`config.mk`:
```
export PLATFORM = sky130hd
export DESIGN_NAME = sfb_master
export DESIGN_NICKNAME = d
export VERILOG_FILES = /design/src/sfb_pkg.sv /design/src/sfb_master.sv
export SDC_FILE = /design/constraint.sdc
export NUM_CORES = 1
export LEC_CHECK = 0
export ABC_AREA = 1
export BUFFER_PORTS_ARGS = -buffer_cell sky130_fd_sc_hd__clkbuf_2
export CORE_MARGIN = 3
export CORE_UTILIZATION = 35
export CTS_BUF_LIST = sky130_fd_sc_hd__clkbuf_8
export DETAILED_ROUTE_END_ITERATION = 8
export SLEW_MARGIN = 5
export SYNTH_ARGS = -nofsm -noshare
export SYNTH_HDL_FRONTEND = slang
export SYNTH_SLANG_ARGS = --single-unit
```
`constraint.sdc`:
```
create_clock -name clk -period 2.1 [get_ports clk]
set_clock_uncertainty 0.1 [all_clocks]
set_input_delay 0.315 -clock clk [delete_from_list [all_inputs] [get_ports clk]]
set_output_delay 0.315 -clock clk [all_outputs]
set_load 0.02 [all_outputs]
```
`src/sfb_pkg.sv`:
```
// shared constants for the serial flash boot master
package sfb_pkg;
  localparam int CLK_PERIOD_PS = 20000;
  localparam int SCLK_PERIOD_PS = 53300;
  localparam int LEAD_NOM_PS = 80000;
  localparam int LAG_NOM_PS = 13300;
  // least times round up to whole system clock cycles
  localparam int HALF_CYC = (SCLK_PERIOD_PS / 2 + CLK_PERIOD_PS - 1) / CLK_PERIOD_PS;
  localparam int LEAD_CYC = (LEAD_NOM_PS + CLK_PERIOD_PS - 1) / CLK_PERIOD_PS;
  localparam int LAG_CYC = (LAG_NOM_PS + CLK_PERIOD_PS - 1) / CLK_PERIOD_PS;
  localparam logic [2:0] HALF_RELOAD = 3'(HALF_CYC - 1);
  localparam logic [2:0] LEAD_RELOAD = 3'(LEAD_CYC - 2);
  localparam logic [2:0] LAG_RELOAD = 3'(LAG_CYC - 1);
  localparam int NUM_SLAVES = 3;
  localparam logic [2:0] SEL_IDLE = 3'h7;
  localparam logic [2:0] LAST_BIT = 3'h7;
  localparam logic [7:0] OP_PROGRAM = 8'h02;
  localparam logic [7:0] OP_ERASE_SECTOR = 8'h20;
  localparam logic [7:0] OP_ERASE_BLOCK = 8'hD8;
  localparam logic [7:0] OP_ERASE_CHIP = 8'hC7;

  typedef enum logic [4:0] {
    ST_IDLE = 5'h01,
    ST_LEAD = 5'h02,
    ST_SHIFT = 5'h04,
    ST_GAP = 5'h08,
    ST_LAG = 5'h10
  } sfb_state_t;
endpackage : sfb_pkg

```
`src/sfb_master.sv`:
```
// serial flash boot master: mode 0 serial port with three active-low selects
module sfb_master (
  input wire logic clk,
  input wire logic arst_n,
  input wire logic req_valid,
  output logic req_ready,
  input wire logic [1:0] req_slave,
  input wire logic [7:0] req_data,
  input wire logic req_last,
  output logic rsp_valid,
  output logic [7:0] rsp_data,
  output logic cmd_error,
  output logic sclk,
  output logic master_out_line,
  input wire logic master_in_line,
  output logic [2:0] select_line_n
);

  function automatic logic is_erase(input logic [7:0] op);
    return op == sfb_pkg::OP_ERASE_SECTOR || op == sfb_pkg::OP_ERASE_BLOCK ||
      op == sfb_pkg::OP_ERASE_CHIP;
  endfunction : is_erase

  sfb_pkg::sfb_state_t state;
  logic [2:0] cnt;
  logic [2:0] bit_idx;
  logic [7:0] tx;
  logic [7:0] rx;
  logic [1:0] slave;
  logic last_q;
  logic erase_pend;
  logic [2:0] erased;
  logic accept;
  logic refuse;

  assign req_ready = (state == sfb_pkg::ST_IDLE) || (state == sfb_pkg::ST_GAP);
  assign accept = req_valid && req_ready;
  // an unused select index or a program to a slave never erased is turned away
  assign refuse = (state == sfb_pkg::ST_IDLE) && ((req_slave == 2'h3) ||
    (req_data == sfb_pkg::OP_PROGRAM && !erased[req_slave]));
  assign master_out_line = tx[7];

  ////////////////////////////////////////////////////////////////////////////
  always_ff @(posedge clk or negedge arst_n) begin
    if (!arst_n) begin
      state <= sfb_pkg::ST_IDLE;
      cnt <= 3'h0;
      bit_idx <= 3'h0;
      tx <= 8'h00;
      rx <= 8'h00;
      slave <= 2'h0;
      last_q <= 1'b0;
      sclk <= 1'b0;
      select_line_n <= sfb_pkg::SEL_IDLE;
      rsp_valid <= 1'b0;
      rsp_data <= 8'h00;
      cmd_error <= 1'b0;
    end else begin
      rsp_valid <= 1'b0;
      cmd_error <= 1'b0;
      unique case (state)
        sfb_pkg::ST_IDLE: begin
          if (accept && refuse) begin
            cmd_error <= 1'b1;
          end else if (accept) begin
            // one select only, first bit shown while the lead runs
            select_line_n <= ~(3'h1 << req_slave);
            slave <= req_slave;
            tx <= req_data;
            last_q <= req_last;
            bit_idx <= 3'h0;
            cnt <= sfb_pkg::LEAD_RELOAD;
            state <= sfb_pkg::ST_LEAD;
          end
        end
        sfb_pkg::ST_LEAD: begin
          if (cnt == 3'h0) begin
            state <= sfb_pkg::ST_SHIFT;
          end else begin
            cnt <= cnt - 3'h1;
          end
        end
        sfb_pkg::ST_SHIFT: begin
          if (cnt != 3'h0) begin
            cnt <= cnt - 3'h1;
          end else if (!sclk) begin
            cnt <= sfb_pkg::HALF_RELOAD;
            sclk <= 1'b1;
            rx <= {rx[6:0], master_in_line};
          end else begin
            cnt <= sfb_pkg::HALF_RELOAD;
            sclk <= 1'b0;
            if (bit_idx == sfb_pkg::LAST_BIT) begin
              rsp_valid <= 1'b1;
              rsp_data <= rx;
              cnt <= sfb_pkg::LAG_RELOAD;
              state <= last_q ? sfb_pkg::ST_LAG : sfb_pkg::ST_GAP;
            end else begin
              bit_idx <= bit_idx + 3'h1;
              tx <= {tx[6:0], 1'b0};
            end
          end
        end
        sfb_pkg::ST_GAP: begin
          // clock parked low, select kept; next byte gets a full low half
          if (accept) begin
            tx <= req_data;
            last_q <= req_last;
            bit_idx <= 3'h0;
            cnt <= sfb_pkg::HALF_RELOAD;
            state <= sfb_pkg::ST_SHIFT;
          end
        end
        sfb_pkg::ST_LAG: begin
          if (cnt == 3'h0) begin
            select_line_n <= sfb_pkg::SEL_IDLE;
            state <= sfb_pkg::ST_IDLE;
          end else begin
            cnt <= cnt - 3'h1;
          end
        end
      endcase
    end
  end

  ////////////////////////////////////////////////////////////////////////////
  // erase tracking per slave; a whole-device view, not per region
  always_ff @(posedge clk or negedge arst_n) begin
    if (!arst_n) begin
      erase_pend <= 1'b0;
      erased <= 3'h0;
    end else begin
      if (state == sfb_pkg::ST_IDLE && accept && !refuse) begin
        erase_pend <= is_erase(req_data);
      end
      if (state == sfb_pkg::ST_LAG && cnt == 3'h0 && erase_pend) begin
        erased[slave] <= 1'b1;
      end
    end
  end

  ////////////////////////////////////////////////////////////////////////////
  property p_one_select;
    @(posedge clk) disable iff (!arst_n) $countones(~select_line_n) <= 1;
  endproperty
  a_one_select: assert property (p_one_select) else $error("two selects low");

  property p_clock_in_frame;
    @(posedge clk) disable iff (!arst_n) sclk |-> select_line_n != sfb_pkg::SEL_IDLE;
  endproperty
  a_clock_in_frame: assert property (p_clock_in_frame) else $error("clock outside frame");

  property p_high_half;
    @(posedge clk) disable iff (!arst_n) $rose(sclk) |-> sclk[*2] ##1 !sclk;
  endproperty
  a_high_half: assert property (p_high_half) else $error("clock high phase wrong");

  property p_low_half;
    @(posedge clk) disable iff (!arst_n)
      $fell(sclk) && state == sfb_pkg::ST_SHIFT |-> !sclk[*2] ##1 sclk;
  endproperty
  a_low_half: assert property (p_low_half) else $error("clock low phase wrong");

  property p_data_steady_high;
    @(posedge clk) disable iff (!arst_n) sclk |-> $stable(master_out_line);
  endproperty
  a_data_steady_high: assert property (p_data_steady_high) else $error("data moved");

  property p_capture;
    @(posedge clk) disable iff (!arst_n) $rose(sclk) |-> rx[0] == $past(master_in_line);
  endproperty
  a_capture: assert property (p_capture) else $error("rise sample lost");

  property p_lead;
    @(posedge clk) disable iff (!arst_n)
      $past(select_line_n) == sfb_pkg::SEL_IDLE && select_line_n != sfb_pkg::SEL_IDLE
      |-> !sclk[*4] ##1 sclk;
  endproperty
  a_lead: assert property (p_lead) else $error("lead time wrong");

  property p_lag;
    @(posedge clk) disable iff (!arst_n)
      $fell(sclk) && state == sfb_pkg::ST_LAG
      |-> select_line_n != sfb_pkg::SEL_IDLE ##1 select_line_n == sfb_pkg::SEL_IDLE;
  endproperty
  a_lag: assert property (p_lag) else $error("lag time wrong");

  property p_no_blind_program;
    @(posedge clk) disable iff (!arst_n)
      state == sfb_pkg::ST_IDLE && accept && req_slave != 2'h3 &&
      req_data == sfb_pkg::OP_PROGRAM && !erased[req_slave]
      |=> cmd_error && select_line_n == sfb_pkg::SEL_IDLE;
  endproperty
  a_no_blind_program: assert property (p_no_blind_program) else $error("program unerased");

  property p_rsp_on_fall;
    @(posedge clk) disable iff (!arst_n)
      rsp_valid |-> $fell(sclk) && bit_idx == sfb_pkg::LAST_BIT;
  endproperty
  a_rsp_on_fall: assert property (p_rsp_on_fall) else $error("byte done off its last fall");

  property p_idle_quiet;
    @(posedge clk) disable iff (!arst_n)
      state == sfb_pkg::ST_IDLE |-> !sclk && select_line_n == sfb_pkg::SEL_IDLE;
  endproperty
  a_idle_quiet: assert property (p_idle_quiet) else $error("activity while idle");

  c_frame: cover property (@(posedge clk) disable iff (!arst_n)
    state == sfb_pkg::ST_LAG ##1 state == sfb_pkg::ST_IDLE);
  c_multi_byte: cover property (@(posedge clk) disable iff (!arst_n)
    state == sfb_pkg::ST_GAP && accept);
  c_refused: cover property (@(posedge clk) disable iff (!arst_n) cmd_error);
  c_erased_program: cover property (@(posedge clk) disable iff (!arst_n)
    state == sfb_pkg::ST_IDLE && accept && req_data == sfb_pkg::OP_PROGRAM && !refuse);

endmodule : sfb_master

```
# [Yosys cells after proc, flatten, opt, wreduce, memory -nomap -nowiden]
# Cells that the tools add are included.
[classes] addsub=2 order_cmp=3 n_eq_ne=21 shift=1 n_mux=48 n_bitwise=5 reduce_logical=30
[op_table] operator="two-way mux 5 bit" count=9
[op_table] operator="two-way mux 8 bit" count=5
[op_table] operator="two-way mux 3 bit" count=13
[op_table] operator="one-hot mux 5 bit (5 select lines)" count=1
[op_table] operator="one-hot mux 8 bit (3 select lines)" count=1
[op_table] operator="!= test 2 bit, second input constant" count=9
[op_table] operator="equality test 8 bit, second input constant" count=2
[op_table] operator="two-way mux 1 bit" count=13
[op_table] operator="one-hot mux 3 bit (4 select lines)" count=1
[op_table] operator="AND reduction 4 bit" count=3
[op_table] operator="logical AND 1 bit" count=9
[op_table] operator="one-hot mux 3 bit (3 select lines)" count=1
[op_table] operator="equality test 8 x 2 -> 1 bit, second input constant" count=1
[op_table] operator="equality test 8 x 6 -> 1 bit, second input constant" count=1
[op_table] operator="AND reduction 8 bit" count=1
[op_table] operator="< comparator 2 x 3 -> 1 bit, second input constant" count=2
[op_table] operator="one-hot mux 3 bit (2 select lines)" count=1
[op_table] operator="AND reduction 3 bit" count=2
[op_table] operator="nonzero test 3 bit" count=2
[op_table] operator="equality test 5 x 1 -> 1 bit, second input constant" count=1
[op_table] operator="equality test 5 x 2 -> 1 bit, second input constant" count=1
[op_table] operator="equality test 5 x 3 -> 1 bit, second input constant" count=1
[op_table] operator="equality test 5 x 4 -> 1 bit, second input constant" count=1
[op_table] operator="equality test 5 bit, second input constant" count=1
[op_table] operator="20 further kinds" count=28
[word_totals] register_bits=48 input_bits=15 output_inout_bits=16 elab_cells=124

# [Depth between registers and ports, before layout]
# Gate-level depths: netlist (run 1).
[depth] word_depth=9 depth_mapped=12 depth_no_buf=11

# [Worst setup path after synthesis (run 1)]
# No wires, ideal clock.
[synth_path] kind="reg-to-reg" from="register cnt[0]" to="register tx[7]" t_arrival_ns=1.548 required_time_ns=1.883 path_slack_ns=0.335 path_stages_with_launch=13 n_path_buf=1 path_cell_list="dfrtp_1 > inv_1 > ha_1 > inv_1 > nor2_2 > inv_1 > nor2_2 > nand2_1 > nand3_2 > nand3_2 > buf_2 > nand2_1 > nand2_1"
[synth_between] elab_chain_cells=3
[synth_lines] item="start: declaration" line_no="sfb_master.sv:25" rtl="logic [2:0] cnt;"
[synth_lines] item="start signal: assignment" line_no="sfb_master.sv:72" rtl="cnt <= sfb_pkg::LEAD_RELOAD;"
[synth_lines] item="start signal: assignment" line_no="sfb_master.sv:80" rtl="cnt <= cnt - 3'h1;"
[synth_lines] item="start signal: assignment" line_no="sfb_master.sv:85" rtl="cnt <= cnt - 3'h1;"
[synth_lines] item="nonzero test 3 bit" line_no="sfb_master.sv:84" rtl="if (cnt != 3'h0) begin"
[synth_lines] item="!= test 2 bit (no line)"
[synth_lines] item="AND reduction 5 bit (no line)"
[synth_lines] item="end signal: assignment" line_no="sfb_master.sv:69" rtl="tx <= req_data;"
[synth_lines] item="end signal: assignment" line_no="sfb_master.sv:100" rtl="tx <= {tx[6:0], 1'b0};"
[synth_lines] item="end signal: assignment" line_no="sfb_master.sv:107" rtl="tx <= req_data;"
[synth_lines] item="end: declaration" line_no="sfb_master.sv:27" rtl="logic [7:0] tx;"
# No other way between the ends.
# A chain may end at the register's enable or synchronous reset.

# [Worst setup path after layout (run 1)]
[layout_path] from="register cnt[0]" to="register rx[0]"
[layout_between] elab_chain_cells=3
[layout_lines] item="nonzero test 3 bit" line_no="sfb_master.sv:84"
[layout_lines] item="inverter 1 bit (no line)"
[layout_lines] item="AND reduction 3 bit (no line)"
[layout_lines] item="end signal: assignment" line_no="sfb_master.sv:89" rtl="rx <= {rx[6:0], master_in_line};"
[layout_lines] item="end: declaration" line_no="sfb_master.sv:28" rtl="logic [7:0] rx;"
# No other way between the ends.

==> results of run 1 <==
[cells in the mapped netlist]
cell / n / share of area
o21a_1: 1 / 0.0030
dfrtp_1: 44 / 0.45
a21oi_1: 3 / 0.0061
and3_1: 1 / 0.0025
o31ai_1: 2 / 0.0061
nand4_1: 17 / 0.043
buf_2: 5 / 0.010
nor3_1: 3 / 0.0061
o21ai_1: 7 / 0.014
mux2_2: 1 / 0.0046
nand3_1: 24 / 0.049
or2_2: 1 / 0.0025
inv_1: 37 / 0.056
nand2_1: 105 / 0.16
nor2_1: 24 / 0.036
ha_1: 4 / 0.020
o21ai_2: 1 / 0.0035
o21bai_1: 1 / 0.0030
buf_4: 4 / 0.012
dfstp_2: 4 / 0.043
nand3_2: 5 / 0.020
xor2_1: 2 / 0.0071
o21ai_0: 15 / 0.030
nor2_2: 6 / 0.015
[cell type report]
| class | count | share of cell area |
|---|---|---|
| clock inverters | 3 | 0.01312 |
| repair buffers | 39 | 0.07608 |
| inverters | 37 | 0.04854 |
| multi-input cells | 223 | 0.3760 |
| clock buffers | 5 | 0.02405 |
| flip-flops and latches | 48 | 0.4215 |
| well taps | 93 | 0.04066 |
[per-layer routing]
layer	part of all wire	vias to the layer above	wire, um
met4	0.015	0	82
met1	0.49	1023	2713
li1	-	1096	-
met5	0	-	0
met3	0.061	7	338
met2	0.43	54	2403
[power by group through the flow]
stage | clock network [W] | logic [W] | registers, W
global placement | 0 | 0.00135 | 0.00141
global route | 0.000711 | 0.00159 | 0.00145
floorplan | 0 | 0.000884 | 0.00148
detailed placement | 0 | 0.00137 | 0.00142
CTS | 0.000671 | 0.00138 | 0.00140
finish | 0.000652 | 0.00137 | 0.00140
[stage by stage]
step | hold WS [ns] | total power [W] | setup slack (ns) | std cells | area, um2
5_1_grt | 0.03779 | 0.003752 | 0.01567 | 448 | 2861
4_1_cts | 0.02340 | 0.003448 | 0.1756 | 448 | 2854
6_report | 0.002304 | 0.003421 | 0.1570 | 448 | 2861
2_1_floorplan | -0.08059 | 0.002366 | 0.3350 | 317 | 2469
3_3_place_gp | 0.3460 | 0.002757 | 0.2516 | 440 | 2748
3_5_place_dp | 0.3476 | 0.002787 | 0.1982 | 440 | 2748
[kinds of logic after synthesis]
group,count (synthesis),share of synthesized area
adders and majority gates,4,0.02027
AOI/OAI and AO/OA,30,0.06639
muxes,1,0.004561
buffers and inverters,46,0.07856
and+or+nand+nor,186,0.3345
DFF,48,0.4886
xor gates and xnor gates,2,0.007097
[state kept, by name, indices dropped and copies added, names as in the netlist, 2 cells and up]
signal / cells
rsp_data: 8
rx: 8
tx: 8
state: 5
bit_idx: 3
cnt: 3
erased: 3
select_line_n: 3
slave: 2
[path summary, 6_finish.rpt]
check                                   endpoint                   from  cells past startpoint  slack [ns]
setup / recovery               rx[0]$_DFFE_PN0P_     cnt[0]$_DFFE_PN0P_                      8        0.16
hold / removal              state[2]$_DFFE_PN0P_                 arst_n                      2       0.002
setup reg to reg               rx[0]$_DFFE_PN0P_     cnt[0]$_DFFE_PN0P_                      8        0.16
hold reg to reg            erased[1]$_DFFE_PN0P_  erased[1]$_DFFE_PN0P_                      2        0.36
max in group asynchronous      rx[0]$_DFFE_PN0P_                 arst_n                      2        1.49
min in group clk               rx[0]$_DFFE_PN0P_         master_in_line                      2        0.15
[critical path: cells and delay by family, from the launching register on]
family	cells	cell delay, ns
flip-flops	1	0.38
adder cells (fa/ha/maj)	1	0.20
AND/OR/NAND/NOR	3	0.43
multiplexers	1	0.38
buffers and inverters	3	0.33
[timing repair]
item | in CTS | in global routing
resized for setup | 0 | 2
endpoints found under the setup margin | 0 | 6
endpoints found under the hold margin | 0 | 0
==> results by group, run 1 <==
Logic synthesis
  – Syn Area/Cell: 7.787 um2
  – Sequential fraction of the synthesis area: 0.4886
  – Yosys cell types: 24
  – Synthesized net count: 336
  – Mapped Cells: 317
  – YS warnings: 0
  – Yosys reg bits: 48
  – Cell area after synthesis: 2469 um2

Detailed routing
  – Routed wire per std cell: 12.36 um
  – Final WL: 5538 um
  – Post-route ant nets: 0
  – Iteration count of the initial detailed-routing pass: 4
  – Routed vias: 2180
  – Via-to-Cell Ratio: 4.866
  – Drt first-iter violations: 165
  – DRC Markers: 0

Clock tree
  – CTS tree: yes
  – Setup Fix Bufs, Post-CTS: 0
  – Hold Buf Count CTS: 0
  – Root Driver: clkbuf_8
  – H-tree levels: 2
  – Clk_lat worst skew: 0.30 ns
  – Clock sinks: 48
  – Total CTS buffers: 5
  – Worst-path clk slew: 0.09 ns
  – Clk buf depth: 2

Critical path
  – Critical Path AT: 2.03 ns
  – Crit start category: register
  – Max stage delay on crit path: 0.38 ns
  – Most frequent CP cell: inv_1
  – Worst-path cell chain: inv_1 -> ha_1 -> inv_1 -> nor2_2 -> inv_1 -> nor2_1 -> nand2_1 -> mux2_2
  – Critical path class: register to register
  – Slowest library cell on the worst path: dfrtp_1
  – Kind of end point of the critical path: register
  – CP max FO: 15
  – Required time worst endpoint: 2.19 ns

Floorplan
  – Initial Util: 0.3738
  – Die H: 89.99 um
  – IO Count: 31
  – Die ar.: 8097 um2
  – Die width: 89.99 um
  – Site Rows: 29
  – Core area: 6604 um2

Global route
  – Vias in the first global route: 2129
  – GR Overflow Total: 0
  – Initial antenna violation count: 0
  – Largest net degree at the start of global routing: 49
  – Met1 usage: 0.2057
  – GR Util met2: 0.2212
  – GRT Total Usage: 0.1480
  – Gr busiest metal: met2
  – GR Util met3: 0.04508
  – First-pass GRT wire length: 10050 um

Finish
  – Most common cell after layout, fill and taps aside: nand2_1
  – Antenna Diode Count: 0
  – Fin util: 0.4333
  – NumNets Final: 373
  – Area taken by multi-input logic gates: 1076 um2
  – Area Overhead vs Synth: 15.91%
  – Most frequent cells in the layout: 105 x nand2_1, 44 x dfrtp_1, 38 x inv_1
  – FF/Latch Area: 1206 um2
  – Fillers: 717
  – Share of cells above drive strength 1: 0.1803

Pwr
  – Leak: 1.528 nW
  – Internal power: 0.002050 W
  – Max VDD drop: 0.5009 mV
  – PwrDens: 1196 nW/um2
  – Switch share: 0.4009
  – Clock share of power: 0.190
  – Psw: 0.001372 W
  – Combinational power share: 0.401
  – Sequential share of power: 0.409

Timing
  – Endpoints failing hold: 0
  – RSZ-0062 raised after global routing: no
  – Crit share post-route: 0.9252
  – Final setup viols: 0
  – Fmax: 0.5147 GHz
  – Min Clock Period, post-route: 1.943 ns
  – Setup TNS: 0 ns
  – Fin. max-slew vios: 0
  – Slew at the pin with the worst max-slew slack: 0.5987 ns
  – Max_slew headroom: 0.6009

Outcome
  – Outcome: finished, final reports clean

Placed design
  – Dpl hpwl: 4111 um
  – Final RePlAce weighted congestion: 0.9005
  – I/O Buffers: 30

Hold path
  – Min-Delay Path Class: input pin to async pin

Job
  – Max-Cap Viols: 0
(Power assumes the default switching activity.)
==> run 2: changes to the inputs <==
--- a/config.mk
+++ b/config.mk
@@ -10,5 +10,6 @@
 export CORE_MARGIN = 3
-export CORE_UTILIZATION = 35
+export CORE_UTILIZATION = 56
 export CTS_BUF_LIST = sky130_fd_sc_hd__clkbuf_8
 export DETAILED_ROUTE_END_ITERATION = 8
+export PLACE_DENSITY = 0.77
 export SLEW_MARGIN = 5
==> constraint.sdc (replaced) <==
create_clock -name clk -period 2.1 [get_ports clk]
set_clock_uncertainty 0.1 [all_clocks]
set_input_delay 0 -clock clk [delete_from_list [all_inputs] [get_ports clk]]
set_output_delay 0 -clock clk [all_outputs]
set_load 0.02 [all_outputs]
==> run 2 against run 1 <==
Worst hold slack better by 0.013 ns. Die area shrank 35%. First-iteration DRC count down 3.0%. Critical path depth unchanged. Via count is 0.18% higher. Clock power down 19%.
==> results by group, run 2 (synthesis results as in run 1) <==
Outcome
  – Outcome: finished, final reports clean (unchanged)

Detailed routing
  – DRC Markers: 0 (unchanged)
  – Final WL: 5203 um (was 5538 um)
  – Routed vias: 2184 (was 2180)
  – Iteration count of the initial detailed-routing pass: 4 (unchanged)
  – Drt first-iter violations: 160 (was 165)
  – Post-route ant nets: 0 (unchanged)
  – Routed wire per std cell: 12.57 um (was 12.36 um)
  – Via-to-Cell Ratio: 5.275 (was 4.866)

Critical path
  – Required time worst endpoint: 2.20 ns (was 2.19 ns)
  – Reg-to-reg startpoint: state[0]$_DFFE_PN1P_ (was cnt[0]$_DFFE_PN0P_)
  – Critical path class: register to register (unchanged)
  – Critical Path AT: 1.99 ns (was 2.03 ns)
  – Crit start category: register (unchanged)
  – Kind of end point of the critical path: register (unchanged)
  – Critical path origin: state[0]$_DFFE_PN1P_ (was cnt[0]$_DFFE_PN0P_)
  – CP max FO: 13 (was 15)

Placed design
  – Dpl hpwl: 3762 um (was 4111 um)
  – I/O Buffers: 30 (unchanged)
  – Final RePlAce weighted congestion: 0.8785 (was 0.9005)
  – Cell Area, Placed: 2686 um2 (was 2748 um2)

Hold path
  – Hold wc startpoint: req_data[3]
  – Min-Delay Path Class: input pin to register (was input pin to async pin)

Timing
  – Max_slew headroom: 0.6587 (was 0.6009)
  – Slew at the pin with the worst max-slew slack: 0.5119 ns (was 0.5987 ns)
  – Crit share post-route: 0.9020 (was 0.9252)
  – Fmax: 0.5279 GHz (was 0.5147 GHz)
  – Min Clock Period, post-route: 1.894 ns (was 1.943 ns)
  – RSZ-0062 raised after global routing: no (unchanged)
  – Endpoints failing hold: 0 (unchanged)
  – Setup TNS: 0 ns (unchanged)
  – Final setup viols: 0 (unchanged)
  – Fin. max-slew vios: 0 (unchanged)

Global route
  – First-pass GRT wire length: 9183 um (was 10050 um)
  – Initial antenna violation count: 0 (unchanged)
  – GR Util met2: 0.3559 (was 0.2212)
  – Gr busiest metal: met2 (unchanged)
  – Largest net degree at the start of global routing: 29 (was 49)
  – Met1 usage: 0.3123 (was 0.2057)
  – GR Overflow Total: 0 (unchanged)
  – GRT Total Usage: 0.2244 (was 0.1480)
  – GR Util met3: 0.03463 (was 0.04508)
  – Vias in the first global route: 2006 (was 2129)

Finish
  – NumNets Final: 383 (was 373)
  – Area Overhead vs Synth: 17.08% (was 15.91%)
  – Fin area: 2890 um2 (was 2861 um2)
  – Antenna Diode Count: 0 (unchanged)
  – Most common cell after layout, fill and taps aside: nand2_1 (unchanged)
  – Most frequent cells in the layout: 105 x nand2_1, 44 x dfrtp_1, 35 x inv_1 (was 105 x nand2_1, 44 x dfrtp_1, 38 x inv_1)
  – Share of cells above drive strength 1: 0.1786 (was 0.1803)
  – Top flop regs: rsp_data (8), rx (8), tx (8) (unchanged)

Floorplan
  – Core area: 4115 um2 (was 6604 um2)
  – Site Rows: 23 (was 29)
  – Die width: 72.40 um (was 89.99 um)
  – Die H: 72.40 um (was 89.99 um)
  – IO Count: 31 (unchanged)
  – Die ar.: 5241 um2 (was 8097 um2)
  – Initial Util: 0.5999 (was 0.3738)

Clock tree
  – Root Driver: clkbuf_8 (unchanged)
  – Clock sinks: 48 (unchanged)
  – Clk_lat worst skew: 0.31 ns (was 0.30 ns)
  – H-tree levels: 2 (unchanged)
  – Total CTS buffers: 5 (unchanged)
  – Worst-path clk slew: 0.09 ns (about the same)
  – CTS tree: yes (unchanged)
  – Clk buf depth: 2 (unchanged)

Pwr
  – Max VDD drop: 0.3962 mV (was 0.5009 mV)
  – PwrDens: 1138 nW/um2 (was 1196 nW/um2)
  – Leak: 1.549 nW (was 1.528 nW)

Job
  – Max-Cap Viols: 0 (unchanged)
[run 2: cell count changes in the layout (fill, tap and decap cells not counted), sizes merged]
cell	before	now
buf	9	8
bufinv	1	0
clkinv	0	1
clkinvlp	0	1
dlygate4sd3	0	11
inv	39	37
[run 2: path summary, 6_finish.rpt]
path / depth (start not counted) / slack [ns] / endpoint
hold reg to reg: 2 / 0.36 / erased[1]$_DFFE_PN0P_
min in group asynchronous: 2 / 0.09 / state[3]$_DFFE_PN0P_
max in group asynchronous: 3 / 1.07 / cnt[2]$_DFFE_PN0P_
setup reg to reg: 8 / 0.21 / bit_idx[2]$_DFFE_PN0P_
hold / removal: 5 / 0.02 / tx[3]$_DFFE_PN0P_
setup / recovery: 8 / 0.21 / bit_idx[2]$_DFFE_PN0P_
[run 2: area by class of cell]
class	instances	area, um2
multi-input cells	223	1081
well taps	50	62.56
fillers	322	1225
flip-flops and latches	48	1206
clock inverters	2	12.51
inverters	37	138.9
repair buffers	49	320.3
clock buffers	5	68.82
[run 2: where the power goes]
part / leakage (nW) / switching (W) / internal [W]
registers: 0.592 / 0.000179 / 0.00122
logic: 0.916 / 0.000879 / 0.000481
clock network: 0.0400 / 0.000302 / 0.000226
[run 2: per-stage QoR]
step	hold slack (ns)	total power, W	worst slack, ns	utilization	cells
finish	0.01532	0.003288	0.2057	0.7023	414
global route	0.06766	0.003563	0.02843	0.7023	414
CTS	0.008273	0.003293	0.09554	0.6993	414
detailed placement	-0.1047	0.002751	0.1132	0.6528	396
global placement	-0.1054	0.002685	0.2232	0.6528	396
floorplan	-0.3956	0.002366	0.3350	-	317
[run 2: worst max-delay path, stage by stage (launching register included)]
cell and delay (ns):
dfstp_2 0.55, inv_1 0.04, nor2_1 0.11, nand3_2 0.16
nor2_2 0.18, nand2_1 0.23, buf_4 0.27, nand4_1 0.08
nand2_1 0.06
[run 2: repair_timing]
item,4_1_cts,5_1_grt
hold endpoints to repair,32,0
setup endpoints to repair,0,20
hold buffers,11,0
buffers inserted,0,0
resized for setup,0,4
[run 2: per-layer routing]
layer	share of wire	vias to the layer above
met5	0	-
met4	0.014	0
met3	0.053	9
met2	0.47	57
met1	0.46	1003
li1	-	1115
